### src/pca_pkg.sv
package pca_pkg;
  // Bus clock figures
  localparam int CLK_PERIOD_NS   = 50;          // Local clock period
  localparam int PCI_FMAX_MHZ    = 33;          // Highest allowed bus clock
  // Target response timing
  localparam int DEVSEL_WAIT_CYC = 6;           // Master-abort window in clocks
  localparam int PERR_DELAY_CYC  = 2;           // Parity error lag behind AD
  // Reset values of pin drivers (active-low pins, released = 1)
  localparam logic PIN_IDLE      = 1'b1;        // Deasserted level
  localparam logic OE_OFF        = 1'b1;        // Enable high means not driving
  // Interrupt routing codes
  localparam logic [1:0] ROUTE_NONE = 2'h0;     // Source drives nothing
  localparam logic [1:0] ROUTE_A    = 2'h1;     // Source drives line A
  localparam logic [1:0] ROUTE_B    = 2'h2;     // Source drives line B
  // Bus commands that reach configuration space
  localparam logic [3:0] CMD_CFG_RD = 4'ha;     // Configuration read
  localparam logic [3:0] CMD_CFG_WR = 4'hb;     // Configuration write
  localparam int NUM_IRQ_SRC     = 4;           // Interrupt sources

  // Master sequencer states
  typedef enum logic [2:0] {
    PCA_M_IDLE, PCA_M_ADDR, PCA_M_DATA, PCA_M_TURN
  } pca_mst_e;
  // Target sequencer states
  typedef enum logic [1:0] {
    PCA_T_IDLE, PCA_T_SEL, PCA_T_DATA, PCA_T_TURN
  } pca_tgt_e;

  // Even parity over data and command lanes
  function automatic logic pca_par(input logic [31:0] ad, input logic [3:0] cbe);
    pca_par = ^{ad, cbe};
  endfunction
endpackage

### src/pca_irq.sv
// Interrupt status, masking and routing onto the two open-drain lines
module pca_irq
  import pca_pkg::*;
#(
  parameter int NSRC = NUM_IRQ_SRC              // Number of sources
) (
  input  wire logic            clk,             // Bus clock
  input  wire logic            rstn,            // Async reset, low
  input  wire logic            ce,              // Clock enable
  input  wire logic [NSRC-1:0] src_evt,         // Event pulses
  input  wire logic [NSRC-1:0] src_ack,         // Acknowledge pulses
  input  wire logic [NSRC-1:0] src_mask,        // 1 masks source
  input  wire logic [2*NSRC-1:0] src_route,     // Two routing bits per source
  output logic [NSRC-1:0]      stat,            // Sticky status
  output logic                 inta_oen,        // Line A enable, low drives
  output logic                 intb_oen         // Line B enable, low drives
);
  logic [NSRC-1:0] stat_r, stat_nxt;            // Status flags
  logic            a_r, a_nxt, b_r, b_nxt;      // Line request flops

  // Set beats acknowledge in the same cycle
  always_comb begin
    logic [1:0] rt;
    rt = ROUTE_NONE;
    stat_nxt = (stat_r & ~src_ack) | src_evt;
    a_nxt = 1'b0;
    b_nxt = 1'b0;
    for (int i = 0; i < NSRC; i++) begin
      rt = src_route[2*i +: 2];
      if (stat_nxt[i] && !src_mask[i] && rt == ROUTE_A) begin // see (RL17) (RL19)
        a_nxt = 1'b1;
      end
      if (stat_nxt[i] && !src_mask[i] && rt == ROUTE_B) begin // see (RL19)
        b_nxt = 1'b1;
      end
    end
  end

  // Each line drops only when no unmasked flag routed to it stays
  always_ff @(posedge clk or negedge rstn) begin
    if (!rstn) begin
      stat_r <= '0;
      a_r    <= 1'b0;
      b_r    <= 1'b0;
    end else if (ce) begin
      stat_r <= stat_nxt;
      a_r    <= a_nxt;                          // see (RL18)
      b_r    <= b_nxt;
    end
  end

  assign stat     = stat_r;
  assign inta_oen = ~a_r;                       // see (RL22)
  assign intb_oen = ~b_r;
endmodule

### src/pca_ctrl.sv
// Summary of operation
// (RL1) Data moves when both readies sampled low
// (RL2) Master ready only with data or space
// (RL3) Initiator ready: output as master, input target
// (RL4) Target ready only with data or space
// (RL5) Target ready: input as master, output target
// (RL6) Stop: target drives, master obeys; the master ends on stop here only in its final data phase (m_last high)
// (RL7) Everything sampled on rising clock edge
// (RL8) Config select answers device select next clock
// (RL9) No device select in six: abort, interrupt
// (RL10) Device select driven as target, sampled master
// (RL11) Parity error two clocks after lines
// (RL12) System error output on fatal error
// (RL13) Request asserted while bus wanted
// (RL14) Start only after grant and frame idle
// (RL15) One bus clock times all logic
// (RL16) Reset puts all pins to idle; req_n still follows m_start during reset
// (RL17) Interrupt A from unmasked active status
// (RL18) Interrupt A released after acknowledge only; masking or rerouting the source also releases it here
// (RL19) Each source routed to A, B, none
// (RL20) Even parity, one clock behind data
// (RL21) Frame held until final data phase
// (RL22) Open-drain outputs only pull low
// (RL23) Handshake lines released outside own role
module pca_ctrl
  import pca_pkg::*;
(
  input  wire logic        clk,                 // Bus clock, single domain (see RL15)
  input  wire logic        rstn,                // Async reset, low
  input  wire logic        ce,                  // Clock enable
  input  wire logic [31:0] ad_i,                // Address/data in
  input  wire logic [3:0]  cbe_n_i,             // Command/byte enable in
  input  wire logic        par_i,               // Parity in
  input  wire logic        frame_n_i,           // Frame in
  output logic             frame_n_o,           // Frame out
  output logic             frame_n_oe,          // Frame enable, low drives
  input  wire logic        irdy_n_i,            // Initiator ready in
  output logic             irdy_n_o,            // Initiator ready out
  output logic             irdy_n_oe,           // Enable, low drives
  input  wire logic        trdy_n_i,            // Target ready in
  output logic             trdy_n_o,            // Target ready out
  output logic             trdy_n_oe,           // Enable, low drives
  input  wire logic        stop_n_i,            // Stop in
  output logic             stop_n_o,            // Stop out
  output logic             stop_n_oe,           // Enable, low drives
  input  wire logic        devsel_n_i,          // Device select in
  output logic             devsel_n_o,          // Device select out
  output logic             devsel_n_oe,         // Enable, low drives
  input  wire logic        idsel,               // Config select, high
  output logic             perr_n_oe,           // Parity error, low pulls
  output logic             serr_n_oe,           // System error, low pulls
  output logic             req_n,               // Bus request
  input  wire logic        gnt_n,               // Bus grant
  output logic             inta_n_oe,           // Interrupt A, low pulls
  output logic             intb_n_oe,           // Interrupt B, low pulls
  input  wire logic        m_start,             // Master wants a transfer
  input  wire logic        m_write,             // Master direction
  input  wire logic        m_last,              // Final data phase
  input  wire logic        m_ready,             // Data or space available
  output logic             m_busy,              // Master transfer running
  output logic             m_beat,              // Master data phase done
  output logic             m_abort,             // Master abort pulse
  output logic             m_stopped,           // Ended by target stop
  input  wire logic        t_ready,             // Target data or space
  input  wire logic        t_stop,              // Target wants to stop
  output logic             t_cfg,               // Config access active
  output logic             t_beat,              // Target data phase done
  input  wire logic        fatal_err,           // Fatal error pulse
  input  wire logic [NUM_IRQ_SRC-1:0]   irq_ack,   // Status acknowledge
  input  wire logic [NUM_IRQ_SRC-1:0]   irq_mask,  // Source masks
  input  wire logic [2*NUM_IRQ_SRC-1:0] irq_route, // Source routing
  input  wire logic [NUM_IRQ_SRC-2:0]   irq_evt,   // Other event sources
  output logic [NUM_IRQ_SRC-1:0]        irq_stat   // Status flags
);
  // Master side state
  pca_mst_e   ms_r, ms_nxt;                     // Master sequencer
  logic [2:0] wait_r, wait_nxt;                 // Device select wait count
  logic       sel_seen_r, sel_seen_nxt;         // Target claimed transfer
  logic       abort_r, abort_nxt;               // Abort pulse flop
  logic       beat_r, beat_nxt;                 // Master beat flop
  logic       stp_r, stp_nxt;                   // Stopped flop
  // Target side state
  pca_tgt_e   ts_r, ts_nxt;                     // Target sequencer
  logic       tbeat_r, tbeat_nxt;               // Target beat flop
  // Parity pipeline
  logic [31:0] ad_q;                            // Lines one clock back
  logic [3:0]  cbe_q;                           // Command one clock back
  logic        chk_q, chk_nxt;                  // Check qualifier pipe
  logic        perr_r, perr_nxt;                // Parity error level
  logic        serr_r, serr_nxt;                // System error level
  logic        drv_q;                           // Lines driven by us last clock

  logic bus_idle;                               // Frame and initiator ready idle
  logic phase_done;                             // Both readies low
  logic cfg_hit;                                // Config address decode
  assign bus_idle   = frame_n_i && irdy_n_i;
  assign phase_done = !irdy_n_i && !trdy_n_i;   // see (RL1)
  assign cfg_hit    = idsel && (cbe_n_i == CMD_CFG_RD || cbe_n_i == CMD_CFG_WR); // see (RL8)

  // Master sequencer next state
  always_comb begin
    ms_nxt       = ms_r;
    wait_nxt     = wait_r;
    sel_seen_nxt = sel_seen_r;
    abort_nxt    = 1'b0;
    beat_nxt     = 1'b0;
    stp_nxt      = 1'b0;
    case (ms_r)
      PCA_M_IDLE: begin
        // Only start on grant once the last frame has gone
        if (m_start && !gnt_n && bus_idle && ts_r == PCA_T_IDLE) begin // see (RL14)
          ms_nxt       = PCA_M_ADDR;
          wait_nxt     = '0;
          sel_seen_nxt = 1'b0;
        end
      end
      PCA_M_ADDR: begin
        ms_nxt = PCA_M_DATA;
      end
      PCA_M_DATA: begin
        if (!devsel_n_i) begin                  // see (RL10)
          sel_seen_nxt = 1'b1;
        end
        if (!sel_seen_r && devsel_n_i) begin
          wait_nxt = wait_r + 3'h1;
        end
        // Nobody claimed the address: master abort
        if (!sel_seen_r && devsel_n_i && wait_r == 3'(DEVSEL_WAIT_CYC - 1)) begin // see (RL9)
          ms_nxt    = PCA_M_TURN;
          abort_nxt = 1'b1;
        end else if (phase_done) begin          // see (RL1)
          beat_nxt = 1'b1;
          if (frame_n_o) begin                  // see (RL21)
            ms_nxt = PCA_M_TURN;
          end
        end else if (!stop_n_i && frame_n_o) begin // see (RL6)
          ms_nxt  = PCA_M_TURN;
          stp_nxt = 1'b1;
        end
      end
      PCA_M_TURN: begin
        ms_nxt = PCA_M_IDLE;
      end
      default: ms_nxt = PCA_M_IDLE;
    endcase
  end

  // Target sequencer next state
  always_comb begin
    ts_nxt    = ts_r;
    tbeat_nxt = 1'b0;
    case (ts_r)
      PCA_T_IDLE: begin
        // Address phase: frame just fell
        if (!frame_n_i && irdy_n_i && ms_r == PCA_M_IDLE && cfg_hit) begin
          ts_nxt = PCA_T_SEL;
        end
      end
      PCA_T_SEL: begin
        ts_nxt = PCA_T_DATA;
      end
      PCA_T_DATA: begin
        if (phase_done) begin                   // see (RL1)
          tbeat_nxt = 1'b1;
          if (frame_n_i) begin                  // see (RL21)
            ts_nxt = PCA_T_TURN;
          end
        end else if (!stop_n_o && frame_n_i && !irdy_n_i) begin
          ts_nxt = PCA_T_TURN;
        end
      end
      PCA_T_TURN: begin
        ts_nxt = PCA_T_IDLE;
      end
      default: ts_nxt = PCA_T_IDLE;
    endcase
  end

  // Parity check and error flags
  always_comb begin
    // Check inbound phases only, never our own driven lines
    chk_nxt  = !frame_n_i || !irdy_n_i;
    perr_nxt = chk_q && !drv_q && (pca_par(ad_q, cbe_q) != par_i); // see (RL11) (RL20)
    serr_nxt = fatal_err;                       // see (RL12)
  end

  // Register all sequencer and error state
  always_ff @(posedge clk or negedge rstn) begin // see (RL7)
    if (!rstn) begin                            // see (RL16)
      ms_r       <= PCA_M_IDLE;
      wait_r     <= '0;
      sel_seen_r <= 1'b0;
      abort_r    <= 1'b0;
      beat_r     <= 1'b0;
      stp_r      <= 1'b0;
      ts_r       <= PCA_T_IDLE;
      tbeat_r    <= 1'b0;
      ad_q       <= '0;
      cbe_q      <= '0;
      chk_q      <= 1'b0;
      drv_q      <= 1'b0;
      perr_r     <= 1'b0;
      serr_r     <= 1'b0;
    end else if (ce) begin
      ms_r       <= ms_nxt;
      wait_r     <= wait_nxt;
      sel_seen_r <= sel_seen_nxt;
      abort_r    <= abort_nxt;
      beat_r     <= beat_nxt;
      stp_r      <= stp_nxt;
      ts_r       <= ts_nxt;
      tbeat_r    <= tbeat_nxt;
      ad_q       <= ad_i;
      cbe_q      <= cbe_n_i;
      chk_q      <= chk_nxt;
      drv_q      <= (ms_r == PCA_M_ADDR) || (ms_r == PCA_M_DATA && m_write);
      perr_r     <= perr_nxt;
      serr_r     <= serr_nxt;
    end
  end

  // Pin drivers: ownership follows the active role
  logic m_own, t_own;                           // Role owns handshake lines
  assign m_own = (ms_r == PCA_M_ADDR) || (ms_r == PCA_M_DATA) || (ms_r == PCA_M_TURN);
  assign t_own = (ts_r != PCA_T_IDLE);
  assign frame_n_o   = !(ms_r == PCA_M_ADDR || (ms_r == PCA_M_DATA && !m_last)); // see (RL21)
  assign frame_n_oe  = m_own ? 1'b0 : OE_OFF;
  assign irdy_n_o    = !(ms_r == PCA_M_DATA && m_ready);  // see (RL2) (RL3)
  assign irdy_n_oe   = m_own ? 1'b0 : OE_OFF;   // see (RL23)
  assign trdy_n_o    = !(ts_r == PCA_T_DATA && t_ready);  // see (RL4) (RL5)
  assign trdy_n_oe   = t_own ? 1'b0 : OE_OFF;   // see (RL23)
  assign stop_n_o    = !(ts_r == PCA_T_DATA && t_stop);   // see (RL6)
  assign stop_n_oe   = t_own ? 1'b0 : OE_OFF;
  assign devsel_n_o  = !(ts_r == PCA_T_SEL || ts_r == PCA_T_DATA); // see (RL8) (RL10)
  assign devsel_n_oe = t_own ? 1'b0 : OE_OFF;
  assign perr_n_oe   = ~perr_r;                 // see (RL22)
  assign serr_n_oe   = ~serr_r;                 // see (RL22)
  // Request held from wish until the master leaves idle
  assign req_n       = !(m_start && ms_r == PCA_M_IDLE); // see (RL13)
  assign m_busy      = ms_r != PCA_M_IDLE;
  assign m_beat      = beat_r;
  assign m_abort     = abort_r;
  assign m_stopped   = stp_r;
  assign t_cfg       = t_own;
  assign t_beat      = tbeat_r;

  // Abort is interrupt source 0
  pca_irq #(.NSRC(NUM_IRQ_SRC)) u_irq (
    .clk      (clk),
    .rstn     (rstn),
    .ce       (ce),
    .src_evt  ({irq_evt, abort_r}),             // see (RL9)
    .src_ack  (irq_ack),
    .src_mask (irq_mask),
    .src_route(irq_route),
    .stat     (irq_stat),
    .inta_oen (inta_n_oe),                      // see (RL17)
    .intb_oen (intb_n_oe)
  );
endmodule

### config.mk
export PLATFORM = sky130hd
export DESIGN_NAME = pca_ctrl
export DESIGN_NICKNAME = d
export VERILOG_FILES = /design/src/pca_pkg.sv /design/src/pca_irq.sv /design/src/pca_ctrl.sv
export SDC_FILE = /design/constraint.sdc
export NUM_CORES = 1
export LEC_CHECK = 0
export ABC_AREA = 0
export BUFFER_PORTS_ARGS = -buffer_cell sky130_fd_sc_hd__clkbuf_2
export CAP_MARGIN = 20
export CORE_UTILIZATION = 50
export DETAILED_ROUTE_END_ITERATION = 7
export PLACE_DENSITY = 0.9
export RECOVER_POWER = 25
export SLEW_MARGIN = 20
export SYNTH_ARGS = -nofsm -noshare
export SYNTH_HDL_FRONTEND = slang
export SYNTH_SLANG_ARGS = --single-unit
### constraint.sdc
create_clock -name clk -period 2.55 [get_ports clk]
set_clock_uncertainty 0.15 [all_clocks]
set_input_delay 0.255 -clock clk [delete_from_list [all_inputs] [get_ports clk]]
set_output_delay 0.255 -clock clk [all_outputs]
set_load 0.005 [all_outputs]
==> flow_summary.toml <==
[setup_path]
path_delay_family = "compound AO/OA/AOI/OAI gates"
crit_slowest_cell = "o21ai_0"
critPathKind = "reg -> reg"
r2r_slack_ps = 390
crit_arrival_ps = 2280
cpPeakStageDelay_ps = 390
worst_setup_path_end_kind = "register"
reg2reg_to = "wait_r[2]$_DFFE_PN0P_"
start_kind = "register"
path_cells = "inv_1 -> ha_1 -> nand4_1 -> o21ai_0 -> nand3b_1 -> nor3_1 -> a21o_1 -> a22o_1"
crit_required_ps = 2670
crit_buf_inv = 1
r2r-start = "ts_r[0]$_DFFE_PN0P_"
reg2reg_depth = 8
crit_fanout = 7

[floorplanning]
fp.dieH_um = 78.33
chipWidth_um = 78.33
io_pins = 98
core_um2 = 5574
rows = 27
dieArea_um2 = 6135
start_util = 0.5226

[cts]
post-cts-setup-buffer-count = 0
cts_resized = 0
clk_latency_ps = 340
cts_sinks = 58
cts_tree = "yes"
clkTransAtPathRegs_ps = 60
root_buffer = "clkbuf_8"
cts_hold_buffers = 29
clk_path_buf_depth = 2
cts_inserted_buffers = 9
cts_max_level = 3

[global_routing]
grt_pass1_vias = 2471
grt_max_degree = 59
gr-usage-all-layers = 0.2331
grt.overflow.total = 0
antenna_found_initial = 0
grt_first_pass_wirelength_mm = 10.84

[yosys]
syn-num-nets = 335
synth_edf_count = 0
synthArstFlopShare = 1.000
ys_ff_latch = 58
syn-mean-instance-area_um2 = 11.42
netlist_area_um2 = 2913
yosysMostFrequentCell = "dfrtp_1"
synthCells = 255
synthTopCellsByArea = "dfrtp_1 (50%), mux2_2 (15%), xnor2_1 (8.4%)"
seq_area_frac_synth = 0.4983
yosysTopAreaCell = "dfrtp_1"
synth_ff_type = "dfrtp_1"
synth_warnings = 0
synthDistinctLibCells = 32
yosysTopAreaCellShare = 0.4983
synth_common_cells = "dfrtp_1 (58), mux2_2 (38), xnor2_1 (28)"

[sta]
setup_viol = 0
hold_violations = 0
tightest_slew_ps = 1414
post-route-period-util = 0.8469
post-route-min-period_ps = 2160
fmax_mhz = 463.0
rsz0062_at_grt = "false"
timing.slew.headroom = 0.05702
maxSlewViolCount = 0
finalSetupTns_ps = 0

[drt]
vias = 2345
wl_per_cell_um = 14.01
drt.antenna.violating_nets = 0
drtIter0Drc = 91
first_pass_iters = 4
via_per_inst = 5.109
drc = 0
totalWireLength_mm = 6.431

[placed_design]
gp_congestion = 0.8141
port_buffers = 97
dp_hpwl_mm = 4.407

[finish]
drive_gt1_frac = 0.3798
diodes = 0
syn_to_final_growth_pct = 36.98
nNetsFinal = 463

[run]
drv_cap = 0

[hold_path]
hp-start = "ad_i[21]"
worstHoldPathType = "in -> reg"
hold_depth = 2
min_to = "ad_q[21]$_DFFE_PN0P_"

[run_status]
status = "complete, no violations"

[power_and_ir_drop]
pwr_density_cell_nw_per_um2 = 835.0
p_leak_nw = 1.873
ir_drop_v = 0.0004685
finalPower_mw = 3.332
## worst max-delay path by stage
stage | from | slack, ps | end | cells past startpoint
5_1_grt | ts_r[0]$_DFFE_PN0P_ | 130 | wait_r[2]$_DFFE_PN0P_ | 8
3_3_place_gp | ts_r[0]$_DFFE_PN0P_ | 620 | wait_r[2]$_DFFE_PN0P_ | 8
4_1_cts | ts_r[0]$_DFFE_PN0P_ | 430 | wait_r[2]$_DFFE_PN0P_ | 8
3_5_place_dp | ts_r[0]$_DFFE_PN0P_ | 470 | wait_r[2]$_DFFE_PN0P_ | 8
2_1_floorplan | ms_r[0]$_DFFE_PN0P_ | 680 | ms_r[1]$_DFFE_PN0P_ | 7
6_report | ts_r[0]$_DFFE_PN0P_ | 390 | wait_r[2]$_DFFE_PN0P_ | 8
## power breakdown
| group | internal [mW] | leakage, nW | total [mW] | switching [mW] |
|---|---|---|---|---|
| logic | 0.593 | 1.06 | 1.13 | 0.539 |
| clock network | 0.668 | 0.118 | 1.03 | 0.360 |
| registers | 1.07 | 0.696 | 1.17 | 0.0979 |
| total | 2.33 | 1.87 | 3.33 | 0.997 |
## cell usage in the layout (no fill, tap or decap), drive strengths merged, types with 2 or more instances in the layout
cell	netlist	final
nand3	6	6
xor2	6	6
a41oi	2	2
bufinv	0	3
o21ai	7	7
mux2	38	38
mux2i	2	2
nand2	15	15
ha	7	7
o22ai	4	4
inv	19	19
nand3b	7	7
nor2b	3	3
dfrtp	58	58
xnor2	28	28
a22o	5	5
clkbuf	7	108
dlygate4sd3	0	30
nor3b	4	4
a21o	3	3
nand2b	2	2
a21oi	7	7
nor2	11	11
nand4	2	2
## routing by layer
metal | GRT usage | up-vias | part of all wire
met5 | 0 | - | 0
met4 | 0.1056 | 0 | 0.026
met3 | 0.07907 | 21 | 0.074
met2 | 0.4088 | 106 | 0.49
met1 | 0.2536 | 1101 | 0.40
li1 | - | 1117 | -
## area by class of cell
class	count	area, um2
fillers	399	1584
flip-flops and latches	58	1451
multi-input cells	166	1333
repair buffers	129	804.5
clock buffers	10	137.6
clock inverters	5	102.6
well taps	72	90.09
inverters	19	71.32
## metrics by stage
stage	cell area (um2)	utilization	hold slack (ps)	worst slack, ps	cells
6_report	3990	0.7158	8.249	390.4	459
5_1_grt	3990	0.7158	2.675	132.1	459
4_1_cts	3989	0.7156	0.2098	434.5	458
3_5_place_dp	3458	0.6204	292.3	468.3	414
3_3_place_gp	3458	0.6204	282.0	620.4	414
2_1_floorplan	2913	-	-190.6	682.1	255
## flip-flops by register name, summed over array words and instances (netlist names)
name,flops
ad_q,32
cbe_q,4
chk_q,1
drv_q,1
m_abort,1
m_beat,1
m_stopped,1
ms_r,2
perr_r,1
sel_seen_r,1
serr_r,1
t_beat,1
ts_r,2
u_irq.a_r,1
u_irq.b_r,1
u_irq.stat,4
wait_r,3
## cells by family after synthesis
family                     after synthesis  synth area share
muxes                                   40            0.1538
and+or+nand+nor                         53           0.09493
xor gates and xnor gates                35            0.1100
AOI/OAI and AO/OA                       31           0.06873
buffers and inverters                   31           0.04424
DFF                                     58            0.4983
adders and majority gates                7           0.03007
Note: power is estimated with default switching activity, not from simulation.
